[src/include/eeb_pkg.sv]
package eeb_pkg;
  // clock period in picoseconds (200 MHz)
  localparam longint CLK_PERIOD_PS = 5000;
  // power_up_settle_interval: least time, in microseconds
  localparam longint SETTLE_TIME_US = 70;
  // internal_write_duration: longest time, in milliseconds
  localparam longint WRITE_TIME_MS = 5;
  // least time rounds up
  localparam int SETTLE_CYCLES =
    int'((SETTLE_TIME_US * 64'd1000000 + CLK_PERIOD_PS - 1) / CLK_PERIOD_PS);
  // longest time rounds down
  localparam int WRITE_CYCLES = int'((WRITE_TIME_MS * 64'd1000000000) / CLK_PERIOD_PS);
  localparam int TIMER_W = 20;
  localparam logic [TIMER_W-1:0] TIMER_RST = 20'h00000;
  // device type field of the select word; value is arbitrary
  localparam logic [3:0] DEV_TYPE_DEFAULT = 4'h5;
  localparam int WORD_BITS = 8;
  localparam logic [3:0] BIT_CNT_RST = 4'h0;
  localparam logic [3:0] BIT_CNT_FULL = 4'h8;
  localparam int FIFO_WIDTH = 9;
  localparam int FIFO_DEPTH = 16;
  localparam logic [7:0] SHIFT_RST = 8'h00;

  typedef enum logic [3:0] {
    ST_INIT  = 4'h0,
    ST_IDLE  = 4'h1,
    ST_ADDR  = 4'h2,
    ST_ACK   = 4'h3,
    ST_RX    = 4'h4,
    ST_TX    = 4'h5,
    ST_TXACK = 4'h6,
    ST_SKIP  = 4'h7,
    ST_BUSY  = 4'h8
  } eeb_state_t;
endpackage : eeb_pkg

[src/core/eeb_fifo.sv]
`timescale 1ns/1ps
`default_nettype none
module eeb_fifo #(
  parameter int WIDTH = 9,
  parameter int DEPTH = 16
) (
  input wire logic clock_in,
  input wire logic reset_in,
  input wire logic in_valid_in,
  output logic in_ready_out,
  input wire logic [WIDTH-1:0] in_data_in,
  output logic out_valid_out,
  input wire logic out_ready_in,
  output logic [WIDTH-1:0] out_data_out
);
  localparam int AW = $clog2(DEPTH);

  logic [WIDTH-1:0] mem_q [DEPTH];
  logic [AW-1:0] wr_ptr_q;
  logic [AW-1:0] rd_ptr_q;
  logic [AW:0] count_q;
  logic out_valid_q;
  logic [WIDTH-1:0] out_data_q;

  // storage count excludes the output register, so full is exact
  wire full = (count_q == (AW+1)'(DEPTH));
  wire empty = (count_q == '0);
  wire push = in_valid_in & ~full;
  wire pop = ~empty & (~out_valid_q | out_ready_in);

  always_ff @(posedge clock_in) begin
    if (reset_in) begin
      wr_ptr_q <= '0;
      rd_ptr_q <= '0;
      count_q <= '0;
      out_valid_q <= 1'b0;
      out_data_q <= '0;
    end else begin
      if (push) begin
        mem_q[wr_ptr_q] <= in_data_in;
        wr_ptr_q <= wr_ptr_q + 1'b1;
      end
      if (pop) begin
        out_data_q <= mem_q[rd_ptr_q];
        rd_ptr_q <= rd_ptr_q + 1'b1;
        out_valid_q <= 1'b1;
      end else if (out_ready_in) begin
        out_valid_q <= 1'b0;
      end
      count_q <= count_q + (AW+1)'(push) - (AW+1)'(pop);
    end
  end

  assign in_ready_out = ~full;
  assign out_valid_out = out_valid_q;
  assign out_data_out = out_data_q;
endmodule : eeb_fifo
`default_nettype wire

[src/core/eeb_front_end.sv]
`timescale 1ns/1ps
`default_nettype none
module eeb_front_end
  import eeb_pkg::*;
#(
  parameter int SETTLE_CYC = eeb_pkg::SETTLE_CYCLES,
  parameter int WRITE_CYC = eeb_pkg::WRITE_CYCLES,
  parameter logic [3:0] DEV_TYPE = eeb_pkg::DEV_TYPE_DEFAULT
) (
  input wire logic clock_in,
  input wire logic reset_in,
  input wire logic scl_in,
  input wire logic sda_in,
  output logic sda_out,
  output logic sda_oe_n_out,
  input wire logic addr_strap_bit2_in,
  input wire logic addr_strap_bit1_in,
  input wire logic addr_strap_bit0_in,
  output logic [eeb_pkg::FIFO_WIDTH-1:0] rx_data_out,
  output logic rx_valid_out,
  input wire logic rx_ready_in,
  input wire logic [7:0] rd_data_in,
  output logic rd_req_out,
  output logic standby_out,
  output logic write_busy_out
);
  import eeb_pkg::*;

  logic scl_s1, scl_s2, scl_s3;
  logic sda_s1, sda_s2, sda_s3;
  logic [2:0] strap_s1, strap_s2;
  eeb_state_t state_q;
  logic [TIMER_W-1:0] timer_q;
  logic [3:0] cnt_q;
  logic [7:0] shift_q;
  logic [7:0] tx_q;
  logic oe_n_q;
  logic rw_q;
  logic first_q;
  logic wr_seen_q;
  logic push_q;
  logic [FIFO_WIDTH-1:0] push_data_q;
  logic rd_req_q;
  logic standby_q;
  logic busy_q;
  logic sda_drv_q;
  logic fifo_ready;

  function automatic logic [TIMER_W-1:0] last_tick(input int cycles);
    last_tick = TIMER_W'(cycles - 1);
  endfunction : last_tick

  // edge detection reads only the second and third stages
  wire scl_rise = scl_s2 & ~scl_s3;
  wire scl_fall = ~scl_s2 & scl_s3;
  wire start_det = scl_s2 & scl_s3 & sda_s3 & ~sda_s2;
  wire stop_det = scl_s2 & scl_s3 & ~sda_s3 & sda_s2;
  wire word_done = scl_fall & (cnt_q == BIT_CNT_FULL);
  wire [7:0] shift_d = {shift_q[6:0], sda_s2};
  wire addr_match = (shift_q[7:4] == DEV_TYPE) && (shift_q[3:1] == strap_s2);
  wire bus_live = (state_q != ST_INIT) && (state_q != ST_BUSY);
  wire settle_done = (timer_q == last_tick(SETTLE_CYC));
  wire write_done = (timer_q == last_tick(WRITE_CYC));

  always_ff @(posedge clock_in) begin
    if (reset_in) begin
      scl_s1 <= 1'b1;
      scl_s2 <= 1'b1;
      scl_s3 <= 1'b1;
      sda_s1 <= 1'b1;
      sda_s2 <= 1'b1;
      sda_s3 <= 1'b1;
      strap_s1 <= 3'h0;
      strap_s2 <= 3'h0;
    end else begin
      scl_s1 <= scl_in;
      scl_s2 <= scl_s1;
      scl_s3 <= scl_s2;
      sda_s1 <= sda_in;
      sda_s2 <= sda_s1;
      sda_s3 <= sda_s2;
      strap_s1 <= {addr_strap_bit2_in, addr_strap_bit1_in, addr_strap_bit0_in};
      strap_s2 <= strap_s1;
    end
  end

  always_ff @(posedge clock_in) begin
    if (reset_in) begin
      state_q <= ST_INIT;
      timer_q <= TIMER_RST;
      cnt_q <= BIT_CNT_RST;
      shift_q <= SHIFT_RST;
      tx_q <= SHIFT_RST;
      oe_n_q <= 1'b1;
      rw_q <= 1'b0;
      first_q <= 1'b0;
      wr_seen_q <= 1'b0;
      push_q <= 1'b0;
      push_data_q <= '0;
      rd_req_q <= 1'b0;
    end else begin
      push_q <= 1'b0;
      rd_req_q <= 1'b0;
      unique case (state_q)
        ST_INIT: begin
          timer_q <= timer_q + 1'b1;
          if (settle_done) begin
            state_q <= ST_IDLE;
            timer_q <= TIMER_RST;
          end
        end
        ST_BUSY: begin
          timer_q <= timer_q + 1'b1;
          if (write_done) begin
            state_q <= ST_IDLE;
            timer_q <= TIMER_RST;
          end
        end
        default: begin
          if (start_det) begin
            state_q <= ST_ADDR;
            cnt_q <= BIT_CNT_RST;
            oe_n_q <= 1'b1;
            wr_seen_q <= 1'b0;
          end else if (stop_det) begin
            oe_n_q <= 1'b1;
            wr_seen_q <= 1'b0;
            if (wr_seen_q) begin
              state_q <= ST_BUSY;
              timer_q <= TIMER_RST;
            end else begin
              state_q <= ST_IDLE;
            end
          end else begin
            unique case (state_q)
              ST_ADDR, ST_RX: begin
                if (scl_rise) begin
                  shift_q <= shift_d;
                  cnt_q <= cnt_q + 1'b1;
                end else if (word_done) begin
                  if (state_q == ST_ADDR && !addr_match) begin
                    state_q <= ST_IDLE;
                  end else if (state_q == ST_ADDR) begin
                    oe_n_q <= 1'b0;
                    rw_q <= shift_q[0];
                    first_q <= 1'b1;
                    state_q <= ST_ACK;
                  end else if (fifo_ready) begin
                    // full buffer refuses the word by leaving it unacknowledged
                    oe_n_q <= 1'b0;
                    push_q <= 1'b1;
                    push_data_q <= {first_q, shift_q};
                    wr_seen_q <= wr_seen_q | ~first_q;
                    first_q <= 1'b0;
                    state_q <= ST_ACK;
                  end else begin
                    state_q <= ST_SKIP;
                  end
                end
              end
              ST_ACK: begin
                if (scl_fall) begin
                  cnt_q <= BIT_CNT_RST;
                  if (rw_q) begin
                    tx_q <= rd_data_in;
                    oe_n_q <= rd_data_in[7];
                    rd_req_q <= 1'b1;
                    state_q <= ST_TX;
                  end else begin
                    oe_n_q <= 1'b1;
                    state_q <= ST_RX;
                  end
                end
              end
              ST_TX: begin
                if (scl_rise) begin
                  cnt_q <= cnt_q + 1'b1;
                end else if (word_done) begin
                  oe_n_q <= 1'b1;
                  state_q <= ST_TXACK;
                end else if (scl_fall) begin
                  oe_n_q <= tx_q[6];
                  tx_q <= {tx_q[6:0], 1'b0};
                end
              end
              ST_TXACK: begin
                if (scl_rise && sda_s2) begin
                  state_q <= ST_SKIP;
                end else if (scl_fall) begin
                  cnt_q <= BIT_CNT_RST;
                  tx_q <= rd_data_in;
                  oe_n_q <= rd_data_in[7];
                  rd_req_q <= 1'b1;
                  state_q <= ST_TX;
                end
              end
              default: begin
              end
            endcase
          end
        end
      endcase
    end
  end

  always_ff @(posedge clock_in) begin
    if (reset_in) begin
      standby_q <= 1'b0;
      busy_q <= 1'b0;
      sda_drv_q <= 1'b0;
    end else begin
      standby_q <= (state_q == ST_IDLE);
      busy_q <= (state_q == ST_BUSY);
      sda_drv_q <= 1'b0;
    end
  end

  eeb_fifo #(
    .WIDTH(FIFO_WIDTH),
    .DEPTH(FIFO_DEPTH)
  ) u_fifo (
    .clock_in(clock_in),
    .reset_in(reset_in),
    .in_valid_in(push_q),
    .in_ready_out(fifo_ready),
    .in_data_in(push_data_q),
    .out_valid_out(rx_valid_out),
    .out_ready_in(rx_ready_in),
    .out_data_out(rx_data_out)
  );

  assign sda_out = sda_drv_q;
  assign sda_oe_n_out = oe_n_q;
  assign rd_req_out = rd_req_q;
  assign standby_out = standby_q;
  assign write_busy_out = busy_q;
endmodule : eeb_front_end
`default_nettype wire

[config.mk]
export PLATFORM = sky130hd
export DESIGN_NAME = eeb_front_end
export DESIGN_NICKNAME = d
export VERILOG_FILES = /design/src/include/eeb_pkg.sv /design/src/core/eeb_fifo.sv /design/src/core/eeb_front_end.sv
export SDC_FILE = /design/constraint.sdc
export NUM_CORES = 1
export LEC_CHECK = 0
export BUFFER_PORTS_ARGS = -buffer_cell sky130_fd_sc_hd__buf_2
export CAP_MARGIN = 5
export CORE_UTILIZATION = 26
export DETAILED_ROUTE_END_ITERATION = 16
export HOLD_SLACK_MARGIN = 0.08
export PLACE_DENSITY = 0.42
export RECOVER_POWER = 25
export SYNTH_ARGS = -nofsm -noshare
export SYNTH_HDL_FRONTEND = slang
export SYNTH_SLANG_ARGS = --single-unit
[constraint.sdc]
create_clock -name clock_in -period 3.3 [get_ports clock_in]
set_input_delay 0.165 -clock clock_in [delete_from_list [all_inputs] [get_ports clock_in]]
set_output_delay 0.165 -clock clock_in [all_outputs]
set_load 0.02 [all_outputs]
==> results of run 1 <==
-- placed cells by master (no fill, tap or decap), types with 14 or more instances in the layout --
master     netlist  layout
mux2i_1         34      34
mux4_2          36      36
a21oi_1         39      39
nor2_1          81      81
dfxtp_1         95      93
buf_2            9      28
ha_1            14      14
buf_4            2      29
nor3_1          23      23
inv_1           24      24
clkbuf_16        0      28
nand3_1         14      14
nand2b_1        14      14
nand2_1         37      37
edfxtp_1       144     144
o21ai_0         26      26
-- worst register-to-register path, cell delays in order, from the launching register on --
cell,delay [ns]
dfxtp_1,0.32
inv_1,0.08
ha_1,0.18
nor4b_1,0.31
nand2b_1,0.18
inv_1,0.06
ha_1,0.27
inv_1,0.04
ha_1,0.20
fa_1,0.43
a21oi_1,0.14
nor2_1,0.06
or3_1,0.34
a21oi_1,0.13
-- worst max path at each step --
stage	startpoint	to	slack [ns]
floorplan	u_fifo.count_q[3]	u_fifo.count_q[4]	0.64
global placement	u_fifo.count_q[3]	u_fifo.count_q[4]	0.54
detailed placement	u_fifo.count_q[2]	u_fifo.count_q[4]	0.52
CTS	u_fifo.count_q[2]	u_fifo.count_q[4]	0.49
global route	u_fifo.count_q[2]	u_fifo.count_q[4]	0.28
finish	u_fifo.count_q[2]	u_fifo.count_q[4]	0.47
-- power breakdown --
part / leakage, nW / internal (mW) / switching (mW)
logic: 1.54 / 0.769 / 0.823
clock network: 0.432 / 1.75 / 1.19
registers: 2.11 / 3.25 / 0.152
-- registers in the layout (all words and copies together), names as in the netlist, 3 cells and up --
name	count
cnt_q	4
push_data_q	9
shift_q	8
state_q	4
strap_s1	3
strap_s2	3
timer_q	20
tx_q	7
u_fifo.count_q	5
u_fifo.mem_q	144
u_fifo.out_data_out	9
u_fifo.rd_ptr_q	4
u_fifo.wr_ptr_q	4
-- logic make-up (layout without fill, tap and decap cells) --
logic type,Yosys count,in the layout,synth area share
flops,239,239,0.6148
simple gates,239,239,0.1203
compound gates,127,127,0.07944
mux,79,79,0.1237
buf+inv,69,148,0.02743
xor+xnor,17,17,0.01470
fa+ha+maj,15,15,0.01927
other cells,1,1,0.0003703
-- per-layer routing --
layer / global-route usage / routed length (um) / vias to the layer above
met3: 0.01873 / 789 / 29
li1: - / - / 3077
met1: 0.1694 / 11340 / 3025
met5: 0 / 0 / -
met4: 0.03138 / 405 / 0
met2: 0.1861 / 10480 / 94
-- timing repair --
item	CTS	global route
endpoints found under the setup margin	0	0
endpoints found under the hold margin	13	0
hold buffers	13	0
-- metrics by stage --
step / worst slack [ns] / instances / utilization / total power [mW]
floorplan: 0.6400 / 786 / - / 4.583
global placement: 0.5395 / 1312 / 0.2891 / 5.083
detailed placement: 0.5242 / 1312 / 0.2891 / 5.079
CTS: 0.4883 / 1376 / 0.3158 / 8.074
global route: 0.2764 / 1376 / 0.3157 / 8.342
finish: 0.4720 / 1376 / 0.3157 / 7.926
-- final cells by class --
type	count	share of cell area
timing repair buffer	73	0.04430
tap	511	0.05326
multi-input combinational	478	0.3024
clock buffer	46	0.06744
sequential	239	0.5189
clock inverter	5	0.006254
inverter	24	0.007505
==> key figures, run 1 <==
Flow run
  – Max Cap Viol: 0

Setup path
  – CP arrival: 3.30 ns
  – Slowest Stage Delay on Critical Path: about 0.43 ns
  – CP Cell Sequence: inv_1 -> ha_1 -> nor4b_1 -> nand2b_1 -> inv_1 -> ha_1 -> inv_1 -> ha_1 -> fa_1 -> a21oi_1 -> nor2_1 -> or3_1 -> a21oi_1
  – Worst EP required: 3.77 ns
  – Crit. path cell count: 13
  – Startpoint types: register
  – WS Path Type: register to register
  – Worst reg2reg path depth: 13
  – CP max stage cell: fa_1
  – Crit-path leading delay family: adder cells
  – Reg-to-reg startpoint: u_fifo.count_q[2]
  – Worst Path Buf+Inv: 3
  – CP endpoint kind: register
  – R2r setup slk: ~0.47 ns
  – R2r endpoint: u_fifo.count_q[4]
  – Critical path fanouts, max: 3

Placement
  – Gpl congestion: 0.7835
  – Port bufs: 29
  – Placed cell areas: ~11,000 sq um
  – DPL Wire Length: between 10,000 and 15,000 um

Hold path
  – Hold Path End: sda_oe_n_out
  – Worst hold-check path type: input pin to register
  – Hold_sp: rd_data_in[7]
  – Worst Hold Depth: 5

Timing
  – Tcrit/Tclk final: 0.8570
  – Hold Slack: about 0.14 ns
  – Final slew viol count: 0
  – Final setup violation count: 0
  – Slew at the pin closest to its max-slew limit: about 1.5 ns
  – Tmin final: roughly 2.8 ns
  – Max-slew headroom: 0.02942
  – Max Clk Rate: around 350 MHz
  – RSZ-0062 raised after global routing: false
  – Sum Neg Setup Slack: 0 ns
  – Skew final: 0.03657 ns
  – Final hold violation count: 0

Layout
  – Register Area: just over 6000 sq um
  – Share of cells above drive strength 1: 0.1827
  – Fin area: 12,000 sq um
  – P&R area growth vs syn: 18.53%
  – Diode count: 0
  – Multi-input gate area: 3630 sq um
  – Fillers: ~3,900
  – Final layout net count: between 800 and 900

Clock tree
  – Bufs on Longest Clock Path: 3
  – Clock transition at path regs: 0.06 ns
  – CTS Sinks: between 200 and 250
  – Resized cells post-CTS: 0
  – H-tree depth: 1
  – Inserted Clock Buffers: 28
  – TritonCTS clock tree: done
  – Root buf cell: clkbuf_16
  – Clk_lat worst skew: approximately 0.56 ns
  – # Post-CTS Setup Buffers: 0

Yosys
  – Ys flop type: edfxtp_1
  – Ys Warns: 0
  – Ys async rst share: 0
  – Synth top cells by count: edfxtp_1 (144), dfxtp_1 (95), nor2_1 (81)
  – Seq cells post-synth: between 200 and 250
  – Post-Syn Instances: between 700 and 800
  – Syn Nets: between 800 and 900
  – Seq/Total Area, Yosys: 0.6148
  – Area contributors post-synth: edfxtp_1 (43%), dfxtp_1 (19%), mux4_2 (8.0%)
  – Post-synthesis instance area: slightly above 10,000 sq um
  – Share of the synthesized area in the top cell type: 0.4270
  – Syn Area/Cell: 12.88 sq um
  – Count leader, synth: edfxtp_1
  – Netlist cell types: 59
  – EDFF count, synth: 144
  – Area leader, netlist: edfxtp_1

Routing
  – Drt wl/cell: 16.73 um
  – DRC Markers: 0
  – Initial DRC count: 370
  – Vias per cell: ~4.5
  – Via count: just over 6,000
  – DR pass1 iterations: 5
  – Routed wire length: approximately 23,000 um
  – Final antenna-violating net count: 0

Global route
  – First-pass GRT wire length: roughly 36,000 um
  – Total GRT Usage: 0.1187
  – Vias in the first global route: between 6,000 and 7,000
  – Initial antenna violation count: 0
  – Remaining global-route overflow: 0
  – Largest net degree at the start of global routing: 54

Floorplan
  – Die height: ~200 um
  – Core Box Area: 38,020 sq um
  – Die ar.: about 40,000 sq um
  – Initial Util: 0.2664
  – Ports: 31
  – Row count: a little over 70
  – Die Wd: 199.4 um

Pwr
  – PwrDens: roughly 660 nW/um^2
  – Leak: around 4.1 nW
  – Worst vdd ir: between 300 and 400 uV

Status
  – Status: finished clean
Power figures use the tool's default switching activity.
==> run 2, diff against run 1 <==
Settings changed: ABC_AREA set to 1.
==> run 2 against run 1 <==
Against the previous run:
- the flow now finishes with violations (capacitance limit, slew limit)
- cell area grew 3.5%
- critical path type unchanged
- critical path depth is 6 lower
- global-route usage is 1.2 points higher
- highest routed layer unchanged
==> key figures, run 2 <==
Clock tree
  – Clock transition at path regs: about 0.06 ns
  – H-tree depth: 1
  – Clk_lat worst skew: between 0.5 and 0.6 ns
  – Hold_buf cts: 14
  – Root buf cell: clkbuf_16
  – Resized cells post-CTS: 0
  – Inserted Clock Buffers: 28
  – # Post-CTS Setup Buffers: 0
  – TritonCTS clock tree: done
  – CTS Sinks: between 200 and 250
  – Bufs on Longest Clock Path: 3

Floorplan
  – Ports: 31
  – Initial Util: 0.2661
  – Row count: 73
  – Die height: 204.6 um
  – Core Box Area: around 40,000 sq um
  – Die Wd: between 200 and 250 um
  – Die ar.: between 40,000 and 50,000 sq um

Setup path
  – CP endpoint kind: register
  – Worst reg2reg path depth: 7
  – R2r endpoint: u_fifo.mem_q[12][4]
  – Critical path fanouts, max: 9
  – Worst EP required: 3.48 ns
  – CP arrival: 2.66 ns
  – Startpoint types: register
  – R2r setup slk: between 0.8 and 0.9 ns
  – WS Path Type: register to register
  – Reg-to-reg startpoint: u_fifo.count_q[2]

Hold path
  – Worst hold-check path type: input pin to register
  – Worst Hold Depth: 3
  – Hold_sp: sda_in
  – Hold Path End: sda_s1

Routing
  – DRC Markers: 0
  – Routed wire length: between 20,000 and 30,000 um
  – DR pass1 iterations: 4
  – Final antenna-violating net count: 0
  – Initial DRC count: roughly 460
  – Drt wl/cell: around 16 um
  – Via count: around 7,700
  – Vias per cell: ~4.5

Layout
  – Most flops, register: u_fifo.mem_q
  – Diode count: 0
  – Non-filler cells, final: between 1,500 and 2,000
  – Commonest non-fill, non-tap cell in the layout: nor2_1
  – Share of cells above drive strength 1: 0.1249
  – P&R area growth vs syn: 16.48%
  – Multi-input gate area: 3835 sq um
  – Largest regs: u_fifo.mem_q: 144 flops, timer_q: 20 flops
  – Register Area: between 6000 and 7000 sq um
  – Commonest non-fill, non-tap cells in the layout: nor2_1 (248), edfxtp_1 (144), nand2_1 (139)
  – Max reg flops: around 140
  – Final layout net count: between 1,000 and 1,500
  – Fillers: 4,151

Yosys
  – Netlist cell types: 50
  – Post-Syn Instances: around 1,100
  – Seq cells post-synth: between 200 and 250
  – EDFF count, synth: ~140
  – Synth top cells by count: nor2_1 (248), edfxtp_1 (144), nand2_1 (139)
  – Area contributors post-synth: edfxtp_1 (41%), dfxtp_1 (18%), nor2_1 (8.7%)
  – Ys async rst share: 0
  – Ys Warns: 0
  – Syn Nets: roughly 1,200
  – Syn Area/Cell: roughly 9.4 sq um
  – Count leader, synth: nor2_1
  – Ys flop type: edfxtp_1
  – Post-synthesis instance area: 10,670 sq um
  – Area leader, netlist: edfxtp_1
  – Share of the synthesized area in the top cell type: 0.4053
  – Seq/Total Area, Yosys: 0.5835

Timing
  – Tcrit/Tclk final: 0.7532
  – Final WS setup: between 0.8 and 0.9 ns
  – Final setup violation count: 0
  – Slew at the pin closest to its max-slew limit: ~1.6 ns
  – Final slew viol count: between 50 and 60
  – Max-slew headroom: -0.04314
  – Tmin final: ~2.5 ns
  – RSZ-0062 raised after global routing: false
  – Sum Neg Setup Slack: 0 ns
  – Skew final: 0.01153 ns
  – Max Clk Rate: slightly above 400 MHz
  – Hold Slack: ~0.35 ns
  – Final hold violation count: 0

Pwr
  – Power Total: roughly 9.3 mW
  – PwrDens: between 700 and 800 nW/um^2
  – Leak: a little under 5 nW
  – Worst vdd ir: 433.8 uV

Placement
  – Gpl congestion: ~0.8
  – Port bufs: 29
  – DP Worst Slack: 0.8081 ns
  – Placed instance count: ~1,700
  – DPL Wire Length: 17,510 um

Global route
  – Vias in the first global route: 7,536
  – Largest net degree at the start of global routing: between 50 and 60
  – Initial antenna violation count: 0
  – First-pass GRT wire length: about 42,000 um
  – Total GRT Usage: 0.1303
  – Remaining global-route overflow: 0

Status
  – Failing checks: capacitance limit, slew limit
  – Status: finished, violations left

Flow run
  – Max Cap Viol: 2
[run 2: cell count changes after synthesis, moves of 34 or more]
| cell | change |
|---|---|
| inv_1 | +62 |
| mux2i_1 | -34 |
| mux4_2 | -36 |
| nand2_1 | +102 |
| nor2_1 | +167 |
| o21ai_0 | +97 |
[run 2: per-stage QoR]
step	utilization	instance area (sq um)
final	0.3100	12430
after detailed placement	0.2842	11390
after floorplan	-	10670
after global routing	0.3100	12430
after CTS	0.3104	12450
after global placement	0.2842	11390
[run 2: how the worst max path moves through the flow]
stage / to / slack [ns] / cells after the start / start
6_report: u_fifo.mem_q[12][4] / 0.81 / 7 / u_fifo.count_q[2]
5_1_grt: u_fifo.mem_q[0][0] / 0.59 / 7 / u_fifo.count_q[2]
4_1_cts: u_fifo.mem_q[12][4] / 0.81 / 7 / u_fifo.count_q[2]
3_5_place_dp: u_fifo.mem_q[12][3] / 0.81 / 7 / u_fifo.count_q[2]
3_3_place_gp: u_fifo.mem_q[12][3] / 0.86 / 7 / u_fifo.count_q[2]
2_1_floorplan: u_fifo.count_q[4] / 0.91 / 15 / u_fifo.count_q[2]
[run 2: cells by family (layout without fill, tap and decap cells)]
kind of cell	after synthesis	after routing	share of synthesized area
fa+ha+maj	15	15	0.01829
buf+inv	146	210	0.05710
flops	239	239	0.5835
other cells	1	1	0.0003514
compound gates	217	217	0.1148
simple gates	510	510	0.2179
xor+xnor	9	9	0.008092
[run 2: area by class of cell]
cell class / count / share of cell area
flip-flops and latches: 239 / 0.5012
multi-input cells: 752 / 0.3086
clock buffers: 43 / 0.06413
well taps: 525 / 0.05285
repair buffers: 58 / 0.03262
inverters: 100 / 0.03151
clock inverters: 9 / 0.009161
[run 2: metal layers]
| layer | global-route usage | routed length (um) |
|---|---|---|
| met3 | 0.01718 | 972 |
| met4 | 0.04291 | 639 |
| met5 | 0 | 0 |
| met1 | 0.1745 | 12820 |
| met2 | 0.2155 | 12550 |
[run 2: critical path, stage by stage, from the launching register on]
cell     delay, ns
dfxtp_1       0.33
inv_1         0.06
ha_1          0.21
nand4_1       0.19
nand2_1       0.17
nor2_1        0.19
nand2_1       0.31
nor2_1        0.66
[run 2: power by group]
part / switching (mW) / total (mW) / internal, mW
clock: 1.21 / 3.03 / 1.82
sequential: 0.193 / 3.48 / 3.29
combinational: 1.90 / 2.78 / 0.871
total: 3.31 / 9.29 / 5.98
==> run 3, diff against run 2 <==
Settings changed: PLACE_DENSITY 0.42 to 0.43.
Clock period 3.3 ns to 2.1 ns, I/O delays scaled along.
==> run 3 against run 2 <==
Against the previous run:
- the flow now finishes without violations
- hold slack got worse by 0.062 ns
- flip-flop and latch count unchanged
- utilization increased by 0.87 points
- die area unchanged
- combinational power increased by 78%
- register-to-register slack got worse by 0.76 ns
- first-iteration DRC count decreased by 6.2%
- fmax increased by 21%
- cell area increased by 2.8%
- final cell count increased by 2.1%
- global-route usage increased by 0.31 points
- critical endpoint is now u_fifo.count_q[4]
- largest power group unchanged
- highest routed layer unchanged
==> key figures, run 3 (synthesis results as in run 2) <==
Pwr
  – Sequential power share: 0.360
  – Switch Pwr: about 5.4 mW
  – Clock Power Share: 0.309
  – Worst vdd ir: roughly 760 uV
  – Power Total: between 10 and 15 mW
  – Sw Ratio: 0.3638
  – Combinational cell fraction of total power: 0.331
  – PwrDens: roughly 1200 nW/um^2
  – Internal power: between 9 and 10 mW
  – Leak: about 5.1 nW

Setup path
  – Worst EP required: roughly 2.6 ns
  – CP arrival: around 2.5 ns
  – WS Path Type: register to register
  – Startpoint types: register
  – Reg-to-reg startpoint: u_fifo.count_q[2]
  – Worst reg2reg path depth: 14
  – R2r setup slk: 0.05 ns
  – R2r endpoint: u_fifo.count_q[4]
  – Critical path fanouts, max: 2
  – CP endpoint kind: register

Hold path
  – Hold_sp: sda_in
  – Worst hold-check path type: input pin to register
  – Worst Hold Depth: 3
  – Hold Path End: sda_s1

Clock tree
  – Root buf cell: clkbuf_16
  – Clock transition at path regs: 0.06 ns
  – Bufs on Longest Clock Path: 3
  – Inserted Clock Buffers: 26
  – CTS Sinks: approximately 240
  – H-tree depth: 1
  – Clk_lat worst skew: 0.55 ns
  – TritonCTS clock tree: done

Timing
  – Max Clk Rate: 488.3 MHz
  – Hold Slack: ~0.29 ns
  – RSZ-0062 raised after global routing: true
  – Final slew viol count: 0
  – Skew final: approximately 0.024 ns
  – Sum Neg Setup Slack: 0 ns
  – Final setup violation count: 0
  – Max-slew headroom: 0.2505
  – Tmin final: 2.048 ns
  – Slew at the pin closest to its max-slew limit: around 1.1 ns
  – Tcrit/Tclk final: 0.9752
  – Final hold violation count: 0

Routing
  – Vias per cell: between 4 and 5
  – Via count: about 7,800
  – Final antenna-violating net count: 0
  – Initial DRC count: around 430
  – Routed wire length: 27,290 um
  – DR pass1 iterations: 5
  – Drt wl/cell: 15.49 um
  – DRC Markers: 0

Floorplan
  – Die Wd: roughly 200 um
  – Core Box Area: between 40,000 and 50,000 sq um
  – Initial Util: 0.2661
  – Row count: 73
  – Ports: 31
  – Die ar.: ~42,000 sq um
  – Die height: between 200 and 250 um

Layout
  – P&R area growth vs syn: 19.73%
  – Largest regs: u_fifo.mem_q: 144 flops, timer_q: 20 flops
  – Max reg flops: 144
  – Share of cells above drive strength 1: 0.1641
  – Commonest non-fill, non-tap cell in the layout: nor2_1
  – Final layout net count: between 1,000 and 1,500
  – Multi-input gate area: between 3000 and 4000 sq um
  – Diode count: 0
  – Fillers: just over 4,000
  – Commonest non-fill, non-tap cells in the layout: nor2_1 (247), edfxtp_1 (144), nand2_1 (137)
  – Register Area: 6231 sq um
  – Non-filler cells, final: about 1,800
  – Most flops, register: u_fifo.mem_q

Global route
  – First-pass GRT wire length: between 40,000 and 50,000 um
  – Vias in the first global route: between 7,000 and 8,000
  – Remaining global-route overflow: 0
  – Initial antenna violation count: 0
  – Total GRT Usage: 0.1334
  – Largest net degree at the start of global routing: 45

Placement
  – Port bufs: 29
  – Placed instance count: approximately 1,700
  – Gpl congestion: just over 0.8
  – DPL Wire Length: between 15,000 and 20,000 um

Flow run
  – Max Cap Viol: 0

Status
  – Status: finished clean
run 3: worst max-delay path, cell delays in order, from the launching register on:
cell,delay (ns)
dfxtp_2,0.32
inv_2,0.07
ha_4,0.13
nand4_1,0.08
nand2_2,0.08
inv_2,0.05
ha_4,0.25
inv_2,0.04
ha_4,0.15
fa_2,0.37
nand2_2,0.07
a21oi_2,0.05
nor2_2,0.12
o21ai_1,0.08
a21oi_1,0.11
run 3: metal layers:
| metal | up-vias | track usage | routed length [um] |
|---|---|---|---|
| li1 | 3981 | - | - |
| met2 | 122 | 0.2103 | 12430 |
| met1 | 3649 | 0.1895 | 13330 |
| met4 | 0 | 0.03945 | 571 |
| met5 | - | 0 | 0 |
| met3 | 45 | 0.01654 | 949 |
run 3: worst max path at each step:
| stage | slack (ns) | startpoint | endpoint |
|---|---|---|---|
| 3_3_place_gp | 0.04 | u_fifo.count_q[3] | u_fifo.count_q[4] |
| 5_1_grt | -0.06 | u_fifo.count_q[2] | u_fifo.count_q[4] |
| 4_1_cts | 0.03 | u_fifo.count_q[3] | u_fifo.count_q[4] |
| 2_1_floorplan | -0.04 | u_fifo.count_q[3] | u_fifo.count_q[4] |
| 3_5_place_dp | 0.06 | u_fifo.count_q[3] | u_fifo.count_q[4] |
| 6_report | 0.05 | u_fifo.count_q[2] | u_fifo.count_q[4] |
run 3: power by group through the flow:
stage,registers [mW],logic (mW),clock network [mW]
5_1_grt,5.41,5.58,4.93
3_5_place_dp,5.47,4.88,0
2_1_floorplan,5.53,3.34,0
4_1_cts,5.38,4.93,4.77
6_report,5.37,4.94,4.61
3_3_place_gp,5.47,4.92,0
run 3: final cells by class:
class                      count  area share
sequential                   239      0.4877
multi-input combinational    752      0.3047
timing repair buffer          98     0.05827
clock buffer                  30     0.05288
tap                          525     0.05142
inverter                     100     0.03085
clock inverter                18     0.01420
run 3: what timing repair did:
action	CTS	global route
buffers inserted	0	3
hold buffers	18	0
resized for setup	0	5
setup endpoints to repair	0	3
hold endpoints to repair	22	0
run 3: metrics by stage:
stage / area (sq um) / setup WS [ns] / util
floorplan: 10730 / -0.03705 / -
global placement: 11730 / 0.04006 / 0.2924
detailed placement: 11730 / 0.05654 / 0.2924
CTS: 12760 / 0.03499 / 0.3183
global route: 12780 / -0.06121 / 0.3186
finish: 12780 / 0.05216 / 0.3186
